`src/ars_consts.svh`:
```
`ifndef ARS_CONSTS_SVH
`define ARS_CONSTS_SVH
// packet lengths in bits per mode
`define ARS_BITS_SAMPLE   6'h10
`define ARS_BITS_AVG      6'h18
`define ARS_BITS_BURST    6'h18
`define ARS_BITS_AUTO     6'h10
// result word width carried through the buffer
`define ARS_WORD_W        24
// internal timer period in clock cycles (default pacing)
`define ARS_TIMER_DEF     16'h0064
`endif

```
`src/ars_pkg.sv`:
```
package ars_pkg;
  // operating modes of the converter
  typedef enum logic [1:0]
  {
    ARS_SAMPLE,
    ARS_AVERAGE,
    ARS_BURST,
    ARS_AUTO
  } ars_mode_t;
endpackage : ars_pkg

```
`src/ars_readback.sv`:
```
`timescale 1ns/1ps
`include "ars_consts.svh"

// How it works
// - timer paces sampling in burst/autonomous modes
// - packets are 16 bits sample, 24 averaging
// - mode 0: clock idles low, rising sampled
// - msb driven right after chip select falls
module ars_readback #(
  parameter logic [15:0] TIMER_CYCLES = `ARS_TIMER_DEF
)(
  input  wire logic                    clk,
  input  wire logic                    resetn,
  input  wire ars_pkg::ars_mode_t      mode,
  input  wire logic                    conv_start,
  input  wire logic                    res_valid,
  output logic                         res_ready,
  input  wire logic [`ARS_WORD_W-1:0]  res_data,
  output logic                         conv_req,
  output logic                         result_lost,
  input  wire logic                    sclk,
  input  wire logic                    cs_n,
  output logic                         sdo,
  output logic                         sdo_oe
);
  // ----------------------------------------
  // pin synchronisers
  // ----------------------------------------
  logic [1:0] sclk_s_r;
  logic [1:0] cs_s_r;
  logic       sclk_d_r;
  logic       cs_d_r;

  // two flops per pin, then a delay stage for edge finding
  always_ff @(posedge clk or negedge resetn)
    if (!resetn)
    begin
      sclk_s_r <= 2'h0;
      cs_s_r   <= 2'h3;
      sclk_d_r <= 1'b0;
      cs_d_r   <= 1'b1;
    end
    else
    begin
      sclk_s_r <= {sclk_s_r[0], sclk};
      cs_s_r   <= {cs_s_r[0], cs_n};
      sclk_d_r <= sclk_s_r[1];
      cs_d_r   <= cs_s_r[1];
    end

  // edge decode, mode 0 only
  wire sclk_rise = sclk_s_r[1] & ~sclk_d_r;
  wire sclk_fall = ~sclk_s_r[1] & sclk_d_r;
  wire cs_fall   = ~cs_s_r[1] & cs_d_r;
  wire cs_rise   = cs_s_r[1] & ~cs_d_r;
  wire cs_act    = ~cs_s_r[1];

  // ----------------------------------------
  // packet length per mode
  // ----------------------------------------
  function automatic logic [5:0] pkt_bits(input ars_pkg::ars_mode_t m);
    unique case (m)
      ars_pkg::ARS_SAMPLE:  pkt_bits = `ARS_BITS_SAMPLE;
      ars_pkg::ARS_AVERAGE: pkt_bits = `ARS_BITS_AVG;
      ars_pkg::ARS_BURST:   pkt_bits = `ARS_BITS_BURST;
      ars_pkg::ARS_AUTO:    pkt_bits = `ARS_BITS_AUTO;
    endcase
  endfunction : pkt_bits

  wire       timed = (mode == ars_pkg::ARS_BURST) || (mode == ars_pkg::ARS_AUTO);
  wire [5:0] nbits = pkt_bits(mode); // always whole bytes

  // ----------------------------------------
  // internal timer and conversion request
  // ----------------------------------------
  logic [15:0] tmr_r;
  wire         tmr_hit = (tmr_r == 16'h0000);

  // timer free-runs in timed modes; host start ignored there
  always_ff @(posedge clk or negedge resetn)
    if (!resetn)
      tmr_r <= 16'h0000;
    else if (!timed || tmr_hit)
      tmr_r <= TIMER_CYCLES - 16'h0001;
    else
      tmr_r <= tmr_r - 16'h0001;

  // pulse toward the converter core
  always_ff @(posedge clk or negedge resetn)
    if (!resetn)
      conv_req <= 1'b0;
    else
      conv_req <= timed ? tmr_hit : conv_start;

  // ----------------------------------------
  // two-entry result buffer
  // ----------------------------------------
  logic [`ARS_WORD_W-1:0] buf_r [2];
  logic                   wp_r;
  logic                   rp_r;
  logic [1:0]             cnt_r;
  logic                   load;
  logic [`ARS_WORD_W-1:0] sh_r;
  logic [5:0]             left_r;
  logic                   busy_r;

  wire buf_empty = (cnt_r == 2'h0);
  wire push      = res_valid & res_ready;
  // untimed modes: a new result into a full buffer drops the oldest;
  // a word leaving for the shifter in that cycle is not lost, so wait
  wire drop      = ~timed & res_valid & (cnt_r == 2'h2) & ~load;
  assign res_ready = (cnt_r != 2'h2) | drop;
  assign load      = cs_fall & ~buf_empty;

  // pointers and fill count
  always_ff @(posedge clk or negedge resetn)
    if (!resetn)
    begin
      wp_r  <= 1'b0;
      rp_r  <= 1'b0;
      cnt_r <= 2'h0;
    end
    else
    begin
      wp_r  <= wp_r ^ push;
      rp_r  <= rp_r ^ (load | drop);
      cnt_r <= cnt_r + {1'b0, push} - {1'b0, load | drop};
    end

  // storage
  always_ff @(posedge clk)
    if (push)
      buf_r[wp_r] <= res_data;

  // lost flag: one-cycle pulse when an unread result is discarded
  always_ff @(posedge clk or negedge resetn)
    if (!resetn)
      result_lost <= 1'b0;
    else
      result_lost <= drop;

  // ----------------------------------------
  // shifter
  // ----------------------------------------
  // left-align the word so the msb of the packet sits on top
  wire [`ARS_WORD_W-1:0] aligned = (nbits == 6'h10) ?
                                   {buf_r[rp_r][15:0], 8'h00} : buf_r[rp_r];

  // load on cs fall, shift on sclk fall, stop after nbits rises
  always_ff @(posedge clk or negedge resetn)
    if (!resetn)
    begin
      sh_r   <= '0;
      left_r <= 6'h00;
      busy_r <= 1'b0;
    end
    else if (cs_rise)
    begin
      busy_r <= 1'b0;
      left_r <= 6'h00;
    end
    else if (load)
    begin
      sh_r   <= aligned; // msb ready before first clock
      left_r <= nbits;
      busy_r <= 1'b1;
    end
    else if (busy_r && sclk_rise && left_r != 6'h00)
      left_r <= left_r - 6'h01;
    else if (busy_r && sclk_fall && left_r != 6'h00)
      sh_r <= {sh_r[`ARS_WORD_W-2:0], 1'b0};

  // drive while selected; zeros after the packet or with no data
  always_ff @(posedge clk or negedge resetn)
    if (!resetn)
    begin
      sdo    <= 1'b0;
      sdo_oe <= 1'b0;
    end
    else
    begin
      sdo    <= busy_r & (left_r != 6'h00) & sh_r[`ARS_WORD_W-1];
      sdo_oe <= cs_act;
    end
endmodule : ars_readback
```
`config.mk`:
```
export PLATFORM = sky130hd
export DESIGN_NAME = ars_readback
export DESIGN_NICKNAME = d
export VERILOG_FILES = /design/src/ars_pkg.sv /design/src/ars_readback.sv
export VERILOG_INCLUDE_DIRS = /design/src
export SDC_FILE = /design/constraint.sdc
export NUM_CORES = 1
export LEC_CHECK = 0
export BUFFER_PORTS_ARGS = -buffer_cell sky130_fd_sc_hd__buf_2
export CORE_MARGIN = 3
export CORE_UTILIZATION = 59
export CTS_BUF_LIST = sky130_fd_sc_hd__clkbuf_16
export DETAILED_ROUTE_END_ITERATION = 6
export PLACE_DENSITY = 0.82
export SLEW_MARGIN = 10
export SYNTH_ARGS = -nofsm -noshare
export SYNTH_HDL_FRONTEND = slang
export SYNTH_SLANG_ARGS = --single-unit
```
`constraint.sdc`:
```
create_clock -name clk -period 5.5 [get_ports clk]
set_clock_uncertainty 0.2 [all_clocks]
set_input_delay 1.1 -clock clk [delete_from_list [all_inputs] [get_ports clk]]
set_output_delay 1.1 -clock clk [all_outputs]
set_load 0.1 [all_outputs]
```
After elaboration in Yosys (flattened, before gate mapping):

Memories as Yosys holds them, arrays and structs flattened.
Index checks and enable logic that the tools add are counted.

* flip-flop bits (word level): 61
* bits in latches: 0
* memory bits (writable): 48
* memory bits (read-only): 0
* input bits: 32
* output and inout port bits: 5
* logic and storage cells: 81
* memories kept: 1

* $add $sub $neg: 4
* multipliers: 0
* divide/modulo/power cells: 0
* $lt $le $gt $ge: 0
* eq/ne operators: 7
* shift operators: 0
* muxes and demuxes: 14
* bitwise gates (word level): 23
* reduce and logical (&&, ||, !) cells: 17

Memories
* buf_r: depth 2, width 24, read ports 1, clocked after memory_dff 0, write ports 1, RTL line ars_readback.sv:98 `` logic [`ARS_WORD_W-1:0] buf_r [2]; ``

Operator list (count)
* $mux W24: 4
* $mux W6: 3
* $logic_not A16 Y1: 1
* $mux W16: 1
* $sub A16 B1 Y16 const B: 1
* $pmux W6 S2: 1
* $and A1 B1 Y1: 11
* $not A1 Y1: 8
* $eq A2 B2 Y1 const B: 3
* $eq A6 B5 Y1 const B: 1
* $reduce_bool A6 Y1: 1
* $sub A6 B1 Y6 const B: 1
* $mux W1: 5
* $logic_and A1 B1 Y1: 4
* $logic_not A2 Y1: 2
* $ne A2 B2 Y1 const B: 2
* $reduce_bool A2 Y1: 2
* $reduce_or A2 Y1: 2
* $reduce_and A3 Y1: 1
* $reduce_bool A3 Y1: 1
* $add A2 B1 Y2: 1
* $eq A2 B1 Y1 const B: 1
* $logic_or A1 B1 Y1: 2
* $or A1 B1 Y1: 2
* other kinds (3): 4

Longest topological paths before layout:

Gate-level depths: netlist (run 1).

* depth after elaboration: 10
* gate-level depth with buffers: 11
* mapped depth without buffers: 11

Least setup slack after synthesis (run 1):

Ideal clock, no wire load.

* kind: input -> register
* start: input mode[0]
* end: memory buf_r[1][0] in the netlist's numbering, enable pin
* setup time: 0.383 ns
* arrival time: 4.806 ns
* data required time: 4.917 ns
* path slack: 0.112 ns
* stages on the path: 7
* path buffers: 0
* cells stage by stage: inv_1 ha_1 nor2_1 nand3_1 o21ai_0 and2_1 ha_1

* word-level cells in the longest chain between the ends: 10
* elaborated cells on any way between the ends: 11
* those cells by class: eq/ne (2); mux (2); bitwise (6); reduce/logical (1)

RTL lines
* start, declared: RTL line ars_readback.sv:14 `input wire ars_pkg::ars_mode_t mode,`
* $eq A2 B2 Y1: RTL line ars_readback.sv:70 `wire timed = (mode == ars_pkg::ARS_BURST) || (mode == ars_pkg::ARS_AUTO);`
* $logic_or A1 B1 Y1 (*): RTL line ars_readback.sv:70
* $not A1 Y1 (*): RTL line ars_readback.sv:111 `wire drop = ~timed & res_valid & (cnt_r == 2'h2) & ~load;`
* $and A1 B1 Y1 (*) (3 in series): RTL line ars_readback.sv:111
* $or A1 B1 Y1 (*): RTL line ars_readback.sv:112 `assign res_ready = (cnt_r != 2'h2) | drop;`
* net res_ready: RTL line ars_readback.sv:17 `output logic res_ready,`
* $and A1 B1 Y1 (*): RTL line ars_readback.sv:108 `wire push = res_valid & res_ready;`
* $mux W1 (*): RTL line ars_readback.sv:132 `if (push)`
* $mux W1 (not written as such) (*): RTL line ars_readback.sv:133 `buf_r[wp_r] <= res_data;`
* end, declared: RTL line ars_readback.sv:98

The timed path passes the listed nets; every way through them passes the cells marked *.

Final worst setup path (run 1):

* start: register cs_d_r
* end: output res_ready

* word-level cells in the longest chain between the ends: 5

RTL lines
* start, declared: RTL line ars_readback.sv:32 `logic cs_d_r;`
* start signal, assigned: RTL line ars_readback.sv:48 `cs_d_r <= cs_s_r[1];`
* $and A1 B1 Y1: RTL line ars_readback.sv:54 `wire cs_fall = ~cs_s_r[1] & cs_d_r;`
* $and A1 B1 Y1: RTL line ars_readback.sv:113 `assign load = cs_fall & ~buf_empty;`
* $not A1 Y1: RTL line ars_readback.sv:111
* $and A1 B1 Y1: RTL line ars_readback.sv:111
* $or A1 B1 Y1: RTL line ars_readback.sv:112
* end, declared: RTL line ars_readback.sv:17

Every way passes these cells.

==> results by group, run 1 <==
Yosys
  – Synth Warn #: 0
  – Top cells by area, synth: dfrtp_1 (30%), edfxtp_1 (30%), mux4_2 (4.2%)
  – Count leader, synth: dfrtp_1
  – Post-synthesis cell area: between 4000 and 5000 um^2
  – Async set-reset flop share out of synthesis: roughly 56%
  – Avg Inst Size Synth: about 12 um^2
  – Top-area cell type share of the netlist area: between 30 and 40%
  – Top_reg_cell synth: dfrtp_1
  – Cell taking the most area after synthesis: dfrtp_1
  – Synth cell count leaders: dfrtp_1 (58), edfxtp_1 (48), a21oi_1 (40)
  – Cells after Synth: 395
  – Seq cells post-synth: between 100 and 150
  – Distinct cells, synth: 45
  – Post-synth EDFFs: 48
  – Syn nets: around 440
  – Sequential element share of the synthesized area: between 60 and 70%

Clocking
  – Cts repair resizes: 0
  – Clk buf depth: 2
  – TritonCTS Buffers: 9
  – CTS Sinks: around 110
  – Worst-Skew Late Latency: about 350 ps
  – Root Buffer: clkbuf_16
  – Hold_buf cts: 0
  – Worst-path clk slew: 70 ps
  – Postcts setup bufs: 0
  – H-tree Lvls: 3
  – CTS tree: done

Floorplan
  – Core area: between 7000 and 8000 um^2
  – Top-level I/O count: 37
  – Die H: between 90 and 100 um
  – Initial Util: 61.5%
  – Die Width: around 96 um
  – Die footprint: between 9000 and 10,000 um^2
  – Row cnt: 32

Timing
  – Slew margin rel.: between 20% and 30%
  – TNS Setup: 0 ps
  – Fmax: ~260 MHz
  – Final number of setup-violating endpoints: 0
  – RSZ-0062 raised after global routing: false
  – Tmin final: ~3800 ps
  – Crit share post-route: approximately 70%
  – Worst hold slack: 152 ps
  – Worst-margin pin slew: between 1000 and 1500 ps
  – Max Slew Vio Count: 0
  – Final-report hold violation count: 0

Global route
  – Initial antenna violation count: 0
  – GRT overflow: 0
  – Largest net degree at the start of global routing: 62
  – First-pass GRT wire length: ~15,000 um
  – Total GRT Usage: 20.9%
  – Number of global-route vias before repair: slightly above 3,000

Detailed routing
  – Number of detailed-route iterations in the first pass: 4
  – Vias per inst: a little under 6
  – Iter 0 DRT Violations: 304
  – DRC: 0
  – Vias: around 3,200
  – Total wire length: 8800 um
  – Routed Antenna Nets: 0
  – Average wire per standard cell: 16.5 um

Hold path
  – WHS Path Cells: 0
  – Worst min-delay path class: flip-flop to flip-flop
  – Hold path startpoint: sclk_s_r[0]$_DFF_PN0_
  – Worst Hold Path EP: sclk_s_r[1]$_DFF_PN0_

Setup path
  – Reg2reg end: buf_r[0][10]$_DFFE_PP_
  – Slowest cell on the critical path: o21a_1
  – Startpoint types: flip-flop
  – CP peak stage delay: a little under 800 ps
  – Crit-path max FO: 27
  – Buffers & Inverters on Critical Path: 1
  – Required @ worst endpoint: ~4200 ps
  – R2r worst-path depth: 5
  – Reg2Reg Launch Point: cs_d_r$_DFF_PN1_
  – Crit path cell chain: nor2b_1 -> o21a_1 -> o21ai_0 -> buf_2
  – Cell family with most CP delay: compound AO/OA/AOI/OAI gates
  – CP arrival: around 2500 ps
  – R2R Setup Slk: 2230 ps
  – Kind of critical path: flip-flop to output port
  – CP endpoint kind: output port

Placed design
  – IO buf count: 36
  – RD Place Congestion: 0.831
  – Detailed Place HPWL: 5820 um

Pwr
  – PwrDens: roughly 470 nW/um^2
  – Total power: around 0.0025 W
  – Peak supply drop: 282 uV
  – LEAKAGE: about 2.1 nW

Finish
  – Fill cell count: between 500 and 600
  – Layout cells sized above 1: a little under a fifth
  – Area growth syn-to-layout: 11.7%
  – Final net count: about 470
  – Diode count: 0

Status
  – Outcome: finished, final reports clean

Flow run
  – Max-capacitance violation count: 0
==> layer usage <==
metal	wire length, um	global-route usage [%]
met1	3960	28.4
met2	4280	33.1
met3	408	4.53
met4	150	8.29
met5	0	0
==> through the flow <==
step	utilization (%)	cells	instance area [um^2]	setup WS [ps]
after floorplan	-	395	4800	112
after global placement	65.0	518	5080	1720
after detailed placement	65.0	518	5080	1710
after CTS	68.7	534	5360	1660
after global routing	68.7	534	5360	1480
final	68.7	534	5360	1680
==> cell families after synthesis <==
kind of cell	share of synthesized area, %
adder cells (fa/ha/maj)	2.61
XOR/XNOR	2.01
multiplexers	6.10
AND/OR/NAND/NOR	10.5
buffers and inverters	2.50
flip-flops	61.9
AO/OA/AOI/OAI	14.3
==> area by class of cell <==
type	count	area [um^2]	share of cell area, %
Inverter	10	37.5	0.700
Tap cell	102	128	2.38
Timing Repair Buffer	42	225	4.20
Clock inverter	7	57.6	1.07
Sequential cell	109	2970	55.4
Clock buffer	9	225	4.20
Multi-Input combinational cell	255	1720	32.0
==> placed cells by master, fill, tap and decap left out, types with 2 or more instances in the layout <==
| cell | synthesis | layout |
|---|---|---|
| nand4b_1 | 2 | 2 |
| a31oi_1 | 24 | 24 |
| nor2b_1 | 11 | 11 |
| buf_4 | 0 | 6 |
| or4_4 | 2 | 2 |
| clkinvlp_4 | 0 | 3 |
| nand4_1 | 2 | 2 |
| o21ai_0 | 31 | 30 |
| o21a_1 | 2 | 2 |
| dfrtp_1 | 58 | 58 |
| inv_8 | 0 | 2 |
| o211ai_1 | 2 | 2 |
| ha_1 | 10 | 10 |
| or4_1 | 2 | 2 |
| or3_1 | 5 | 5 |
| o31ai_1 | 5 | 5 |
| buf_2 | 3 | 36 |
| dfstp_2 | 3 | 3 |
| nor3_1 | 4 | 4 |
| clkbuf_16 | 0 | 9 |
| mux4_2 | 9 | 9 |
| a21oi_1 | 40 | 40 |
| nor2_1 | 39 | 39 |
| nand3_1 | 4 | 4 |
| mux2i_1 | 9 | 9 |
| inv_1 | 10 | 10 |
| xor2_1 | 6 | 6 |
| or4_2 | 2 | 2 |
| edfxtp_1 | 48 | 48 |
| nand2_1 | 16 | 16 |
| xnor2_1 | 5 | 5 |
| a211o_1 | 7 | 7 |
| and2_1 | 2 | 2 |
==> flip-flops by register name, summed over array words and instances, names as in the netlist <==
| register | flops |
|---|---|
| buf_r | 48 |
| busy_r | 1 |
| cnt_r | 2 |
| conv_req | 1 |
| cs_d_r | 1 |
| cs_s_r | 2 |
| left_r | 6 |
| result_lost | 1 |
| rp_r | 1 |
| sclk_d_r | 1 |
| sclk_s_r | 2 |
| sdo | 1 |
| sdo_oe | 1 |
| sh_r | 24 |
| tmr_r | 16 |
| wp_r | 1 |
==> power breakdown <==
group / total (W) / internal [W] / switching (W) / leakage, nW
Clock: 0.000610 / 0.000314 / 0.000297 / 0.130
Combinational: 0.000705 / 0.000265 / 0.000440 / 0.815
Sequential: 0.00119 / 0.00108 / 0.000105 / 1.18
Total: 0.00250 / 0.00166 / 0.000842 / 2.12
==> worst max-delay path by stage <==
stage                startpoint  slack [ps]               endpoint  cells past startpoint
2_1_floorplan           mode[0]         110  buf_r[1][0]$_DFFE_PP_                      7
3_3_place_gp            mode[0]        1720              res_ready                      7
3_5_place_dp            mode[0]        1710              res_ready                      7
4_1_cts        cs_d_r$_DFF_PN1_        1660              res_ready                      4
5_1_grt        cs_d_r$_DFF_PN1_        1480              res_ready                      4
6_report       cs_d_r$_DFF_PN1_        1680              res_ready                      4
(Power assumes the default switching activity.)
==> inputs of run 2 (changes only) <==
clock period = 4 ns   (was 5.5 ns; I/O delays follow)
==> results by group, run 2 (same netlist as run 1, synthesis figures left out) <==
Placed design
  – RD Place Congestion: 0.840 (was 0.831)
  – IO buf count: 36 (unchanged)
  – Area after DPL: 5100 um^2 (was 5080 um^2)
  – Detailed Place HPWL: 6100 um (was 5820 um)
  – Pre-CTS setup slack: 825 ps (was 1710 ps)

Clocking
  – Worst-Skew Late Latency: 350 ps (about the same)
  – CTS tree: done (unchanged)
  – Root Buffer: clkbuf_16 (unchanged)
  – TritonCTS Buffers: 9 (unchanged)
  – Postcts setup bufs: 0 (unchanged)
  – Clk buf depth: 2 (unchanged)
  – Hold_buf cts: 0 (unchanged)
  – Worst-path clk slew: 70 ps (about the same)
  – CTS Sinks: 109 (unchanged)
  – Cts repair resizes: 0 (unchanged)
  – H-tree Lvls: 3 (unchanged)

Finish
  – Fill cell count: 563 (unchanged)
  – Design area: 5390 um^2 (was 5360 um^2)
  – Biggest regs: buf_r x48, sh_r x24, tmr_r x16 (unchanged)
  – Diode count: 0 (unchanged)
  – Layout cells sized above 1: 19.3% (was 18.5%)
  – Most common cell after layout, fill and taps aside: dfrtp_1 (unchanged)
  – Number of flip-flops in the largest register: 48 (unchanged)
  – Biggest register: buf_r (unchanged)
  – Commonest cells after routing, fill and taps aside: dfrtp_1 (58), edfxtp_1 (48), a21oi_1 (40), nor2_1 (39), buf_2 (36) (unchanged)
  – Area growth syn-to-layout: 12.3% (was 11.7%)
  – Final net count: 472 (was 469)

Hold path
  – Worst Hold Path EP: sclk_s_r[1]$_DFF_PN0_ (unchanged)
  – Worst min-delay path class: flip-flop to flip-flop (unchanged)
  – Hold path startpoint: sclk_s_r[0]$_DFF_PN0_ (unchanged)
  – WHS Path Cells: 0 (unchanged)

Floorplan
  – Core area: 7810 um^2 (unchanged)
  – Row cnt: 32 (unchanged)
  – Die Width: 96.2 um (unchanged)
  – Die H: 96.2 um (unchanged)
  – Die footprint: 9250 um^2 (unchanged)
  – Initial Util: 61.5% (unchanged)
  – Top-level I/O count: 37 (unchanged)

Global route
  – Largest net degree at the start of global routing: 34 (was 62)
  – Number of global-route vias before repair: 3,242 (was 3,046)
  – GRT overflow: 0 (unchanged)
  – Total GRT Usage: 22.0% (was 20.9%)
  – Initial antenna violation count: 0 (unchanged)
  – First-pass GRT wire length: 15,300 um (was 14,600 um)

Timing
  – Worst-margin pin slew: 1100 ps (was 1050 ps)
  – Crit share post-route: 79.2%
  – Max Slew Vio Count: 0 (unchanged)
  – Tmin final: 3170 ps
  – Slew margin rel.: 27.0% (was 29.9%)
  – Final-report hold violation count: 0 (unchanged)
  – TNS Setup: 0 ps (unchanged)
  – Worst setup margin: 833 ps (was 1680 ps)
  – Final number of setup-violating endpoints: 0 (unchanged)
  – RSZ-0062 raised after global routing: false (unchanged)
  – Fmax: about 320 MHz

Pwr
  – P_sw: 0.00118 W (was 0.000842 W)
  – Comb pwr share: 27.2% (was 28.2%)
  – PwrDens: 645 nW/um^2 (was 467 nW/um^2)
  – Clk pwr share: 24.6% (was 24.4%)
  – Pint: 0.00229 W (was 0.00166 W)
  – Peak supply drop: 386 uV (was 282 uV)
  – Sw frac: 34.0% (was 33.7%)
  – LEAKAGE: 2.15 nW (was 2.12 nW)
  – Total power: 0.00348 W (was 0.00250 W)
  – Sequential power share: 48.2% (was 47.4%)

Detailed routing
  – Vias per inst: 6.11 (was 5.92)
  – Vias: 3,281 (was 3,159)
  – Number of detailed-route iterations in the first pass: 5 (was 4)
  – Iter 0 DRT Violations: 322 (was 304)
  – Average wire per standard cell: 16.9 um (was 16.5 um)
  – DRC: 0 (unchanged)
  – Total wire length: 9100 um (was 8800 um)
  – Routed Antenna Nets: 0 (unchanged)

Setup path
  – Required @ worst endpoint: 3000 ps (was 4200 ps)
  – R2r worst-path depth: 4 (was 5)
  – Crit-path max FO: 4 (was 27)
  – Reg2reg end: tmr_r[8]$_DFF_PN0_ (was buf_r[0][10]$_DFFE_PP_)
  – Startpoint types: primary input (was flip-flop)
  – CP endpoint kind: output port (unchanged)
  – Reg2Reg Launch Point: tmr_r[9]$_DFF_PN0_ (was cs_d_r$_DFF_PN1_)
  – Kind of critical path: primary input to output port (was flip-flop to output port)
  – CP arrival: 2170 ps (was 2520 ps)
  – R2R Setup Slk: 1420 ps (was 2230 ps)

Status
  – Outcome: finished, final reports clean (unchanged)

Flow run
  – Max-capacitance violation count: 0 (unchanged)
run 2: cell count changes in the layout (fill, tap and decap cells not counted), sizes merged:
cell | previous run | this run
buf | 42 | 45
clkinvlp | 3 | 0
inv | 13 | 16
run 2: worst max path at each step:
stage | from | end | slack [ps] | cells past startpoint
after global placement | mode[0] | res_ready | 900 | 6
after floorplan | mode[0] | buf_r[1][0]$_DFFE_PP_ | 330 | 7
after CTS | mode[0] | res_ready | 830 | 7
after global routing | mode[0] | res_ready | 750 | 7
after detailed placement | mode[0] | res_ready | 820 | 7
final | mode[0] | res_ready | 830 | 7
run 2: area by class of cell:
cell class	instances	area [um^2]	area share (%)
Clock inverter	7	61.3	1.14
Timing Repair Buffer	45	248	4.60
Sequential cell	109	2970	55.1
Tap cell	102	128	2.37
Clock buffer	9	225	4.18
Multi-Input combinational cell	255	1720	31.9
Inverter	10	37.5	0.696
run 2: worst max-delay path: stages:
cell and delay (ps):
buf_2 90, inv_1 40, ha_1 230, nor2_1 180
nand3_1 160, o21ai_2 200, buf_2 460
run 2: layer usage:
layer,track usage (%),up-vias,part of all wire (%)
met1,28.0,1599,42
met5,0,-,0
met3,5.24,17,6.3
li1,-,1534,-
met2,37.3,131,50
met4,6.75,0,1.3
run 2: metrics by stage:
step / cells / utilization [%] / hold slack (ps)
after detailed placement: 521 / 65.4 / 138
after CTS: 537 / 69.0 / 154
final: 537 / 69.0 / 151
after global placement: 521 / 65.4 / 136
after global routing: 537 / 69.0 / 160
after floorplan: 395 / - / 131
run 2: power groups by stage:
stage | clock network, W | logic, W | registers, W
finish | 0.000856 | 0.000946 | 0.00167
global route | 0.000913 | 0.00104 | 0.00171
CTS | 0.000866 | 0.000947 | 0.00167
detailed placement | 0 | 0.000941 | 0.00170
global placement | 0 | 0.000908 | 0.00168
floorplan | 0 | 0.000721 | 0.00165
==> inputs of run 3 (changes only) <==
clock period = 3.17 ns   (was 4 ns; I/O delays follow)
==> results by group, run 3 (same netlist as run 1, synthesis figures left out) <==
Global route
  – GRT overflow: 0 (unchanged)
  – Initial antenna violation count: 0 (unchanged)
  – First-pass GRT wire length: 15,400 um (was 15,300 um)
  – Largest net degree at the start of global routing: 62 (was 34)
  – Total GRT Usage: 21.9% (was 22.0%)
  – Number of global-route vias before repair: 3,222 (was 3,242)

Clocking
  – CTS Sinks: 109 (unchanged)
  – Worst-path clk slew: 70 ps (about the same)
  – Clk buf depth: 2 (unchanged)
  – Root Buffer: clkbuf_16 (unchanged)
  – Worst-Skew Late Latency: 350 ps (about the same)
  – CTS tree: done (unchanged)
  – Hold_buf cts: 0 (unchanged)
  – H-tree Lvls: 3 (unchanged)
  – Postcts setup bufs: 0 (unchanged)
  – Cts repair resizes: 0 (unchanged)
  – TritonCTS Buffers: 9 (unchanged)

Setup path
  – R2R Setup Slk: 660 ps (was 1420 ps)
  – Required @ worst endpoint: 2340 ps (was 3000 ps)
  – Kind of critical path: primary input to output port (unchanged)
  – Slowest cell on the critical path: buf_2 (unchanged)
  – CP dominant cell by count: buf_2 (unchanged)
  – Crit-path max FO: 4 (unchanged)
  – CP peak stage delay: 450 ps (was 460 ps)
  – CP endpoint kind: output port (unchanged)
  – Startpoint types: primary input (unchanged)
  – Buffers & Inverters on Critical Path: 2 (was 3)
  – Cell family with most CP delay: buffers and inverters (unchanged)
  – CP arrival: 1990 ps (was 2170 ps)
  – Crit path cell chain: buf_2 -> ha_1 -> nor2_1 -> nand3_1 -> o21ai_4 -> buf_2 (was buf_2 -> inv_1 -> ha_1 -> nor2_1 -> nand3_1 -> o21ai_2 -> buf_2)

Finish
  – Layout cells sized above 1: 19.9% (was 19.3%)
  – Diode count: 0 (unchanged)
  – Biggest register: buf_r (unchanged)
  – Most common cell after layout, fill and taps aside: dfrtp_1 (unchanged)
  – Commonest cells after routing, fill and taps aside: dfrtp_1 (58), edfxtp_1 (48), a21oi_1 (40), nor2_1 (39), buf_2 (36) (unchanged)
  – Final net count: 474 (was 472)
  – Area growth syn-to-layout: 13.3% (was 12.3%)
  – Core Util, Final: 69.6% (was 69.0%)
  – Number of flip-flops in the largest register: 48 (unchanged)
  – Fill cell count: 564 (was 563)
  – Biggest regs: buf_r x48, sh_r x24, tmr_r x16 (unchanged)

Timing
  – Final-report hold violation count: 0 (unchanged)
  – TNS Setup: 0 ps (unchanged)
  – Fmax: between 300 and 400 MHz
  – Worst setup margin: 341 ps (was 833 ps)
  – Tmin final: 2830 ps
  – Crit share post-route: approximately 90%
  – Slew margin rel.: 44.8% (was 27.0%)
  – Worst-margin pin slew: 828 ps (was 1100 ps)
  – Final number of setup-violating endpoints: 0 (unchanged)
  – RSZ-0062 raised after global routing: false (unchanged)
  – Max Slew Vio Count: 0 (unchanged)

Floorplan
  – Die footprint: 9250 um^2 (unchanged)
  – Initial Util: 61.5% (unchanged)
  – Row cnt: 32 (unchanged)
  – Die Width: 96.2 um (unchanged)
  – Die H: 96.2 um (unchanged)
  – Core area: 7810 um^2 (unchanged)
  – Top-level I/O count: 37 (unchanged)

Detailed routing
  – DRC: 0 (unchanged)
  – Vias per inst: 5.98 (was 6.11)
  – Iter 0 DRT Violations: 308 (was 322)
  – Number of detailed-route iterations in the first pass: 4 (was 5)
  – Vias: 3,223 (was 3,281)
  – Average wire per standard cell: 16.9 um (about the same)
  – Routed Antenna Nets: 0 (unchanged)
  – Total wire length: 9100 um (about the same)

Pwr
  – Peak supply drop: 505 uV (was 386 uV)
  – LEAKAGE: 2.18 nW (was 2.15 nW)
  – Total power: 0.00448 W (was 0.00348 W)
  – PwrDens: 823 nW/um^2 (was 645 nW/um^2)

Placed design
  – IO buf count: 36 (unchanged)
  – RD Place Congestion: 0.833 (was 0.840)
  – Pre-CTS setup slack: 390 ps (was 825 ps)
  – Detailed Place HPWL: 5950 um (was 6100 um)

Flow run
  – Max-capacitance violation count: 0 (unchanged)

Hold path
  – Worst min-delay path class: flip-flop to flip-flop (unchanged)

Status
  – Outcome: finished, final reports clean (unchanged)
run 3: cell type report:
| type | count | area [um^2] | share of cell area, % |
|---|---|---|---|
| flip-flops and latches | 109 | 2970 | 54.7 |
| multi-input cells | 255 | 1730 | 31.8 |
| repair buffers | 47 | 263 | 4.83 |
| clock buffers | 9 | 225 | 4.14 |
| well taps | 102 | 128 | 2.35 |
| clock inverters | 7 | 85.1 | 1.57 |
| inverters | 10 | 37.5 | 0.690 |
run 3: final timing paths:
path / startpoint / to / cells past startpoint
max: mode[0] / res_ready / 6
min: sclk_s_r[0]$_DFF_PN0_ / sclk_s_r[1]$_DFF_PN0_ / 0
max reg2reg: left_r[0]$_DFFE_PN0P_ / sh_r[1]$_DFFE_PN0P_ / 6
min reg2reg: sclk_s_r[0]$_DFF_PN0_ / sclk_s_r[1]$_DFF_PN0_ / 0
max in group asynchronous: resetn / busy_r$_DFFE_PN0P_ / 2
min in group asynchronous: resetn / tmr_r[1]$_DFF_PN0_ / 2
run 3: power by group:
group / internal (W) / leakage, nW / total, W / switching, W
Clock: 0.000631 / 0.153 / 0.00117 / 0.000535
Sequential: 0.00187 / 1.18 / 0.00205 / 0.000182
Combinational: 0.000475 / 0.842 / 0.00126 / 0.000782
Total: 0.00298 / 2.18 / 0.00448 / 0.00150
run 3: metrics by stage:
| stage | instances | hold slack (ps) | instance area, um^2 |
|---|---|---|---|
| 2_1_floorplan | 395 | 131 | 4810 |
| 3_3_place_gp | 523 | 135 | 5130 |
| 3_5_place_dp | 523 | 136 | 5130 |
| 4_1_cts | 539 | 162 | 5440 |
| 5_1_grt | 539 | 170 | 5440 |
| 6_report | 539 | 157 | 5440 |
run 3: worst register-to-register path, cell delays in order (launching register included):
cell and delay, ps:
dfrtp_1 400, inv_1 90, ha_1 170, or4b_1 540
o21a_1 510, a31oi_1 380, a21oi_1 110
run 3: layer usage:
layer	vias up	GRT usage, %	wire, um
met3	13	4.77	465
li1	1533	-	-
met4	0	7.94	166
met5	-	0	0
met1	1583	28.6	3860
met2	94	36.1	4610
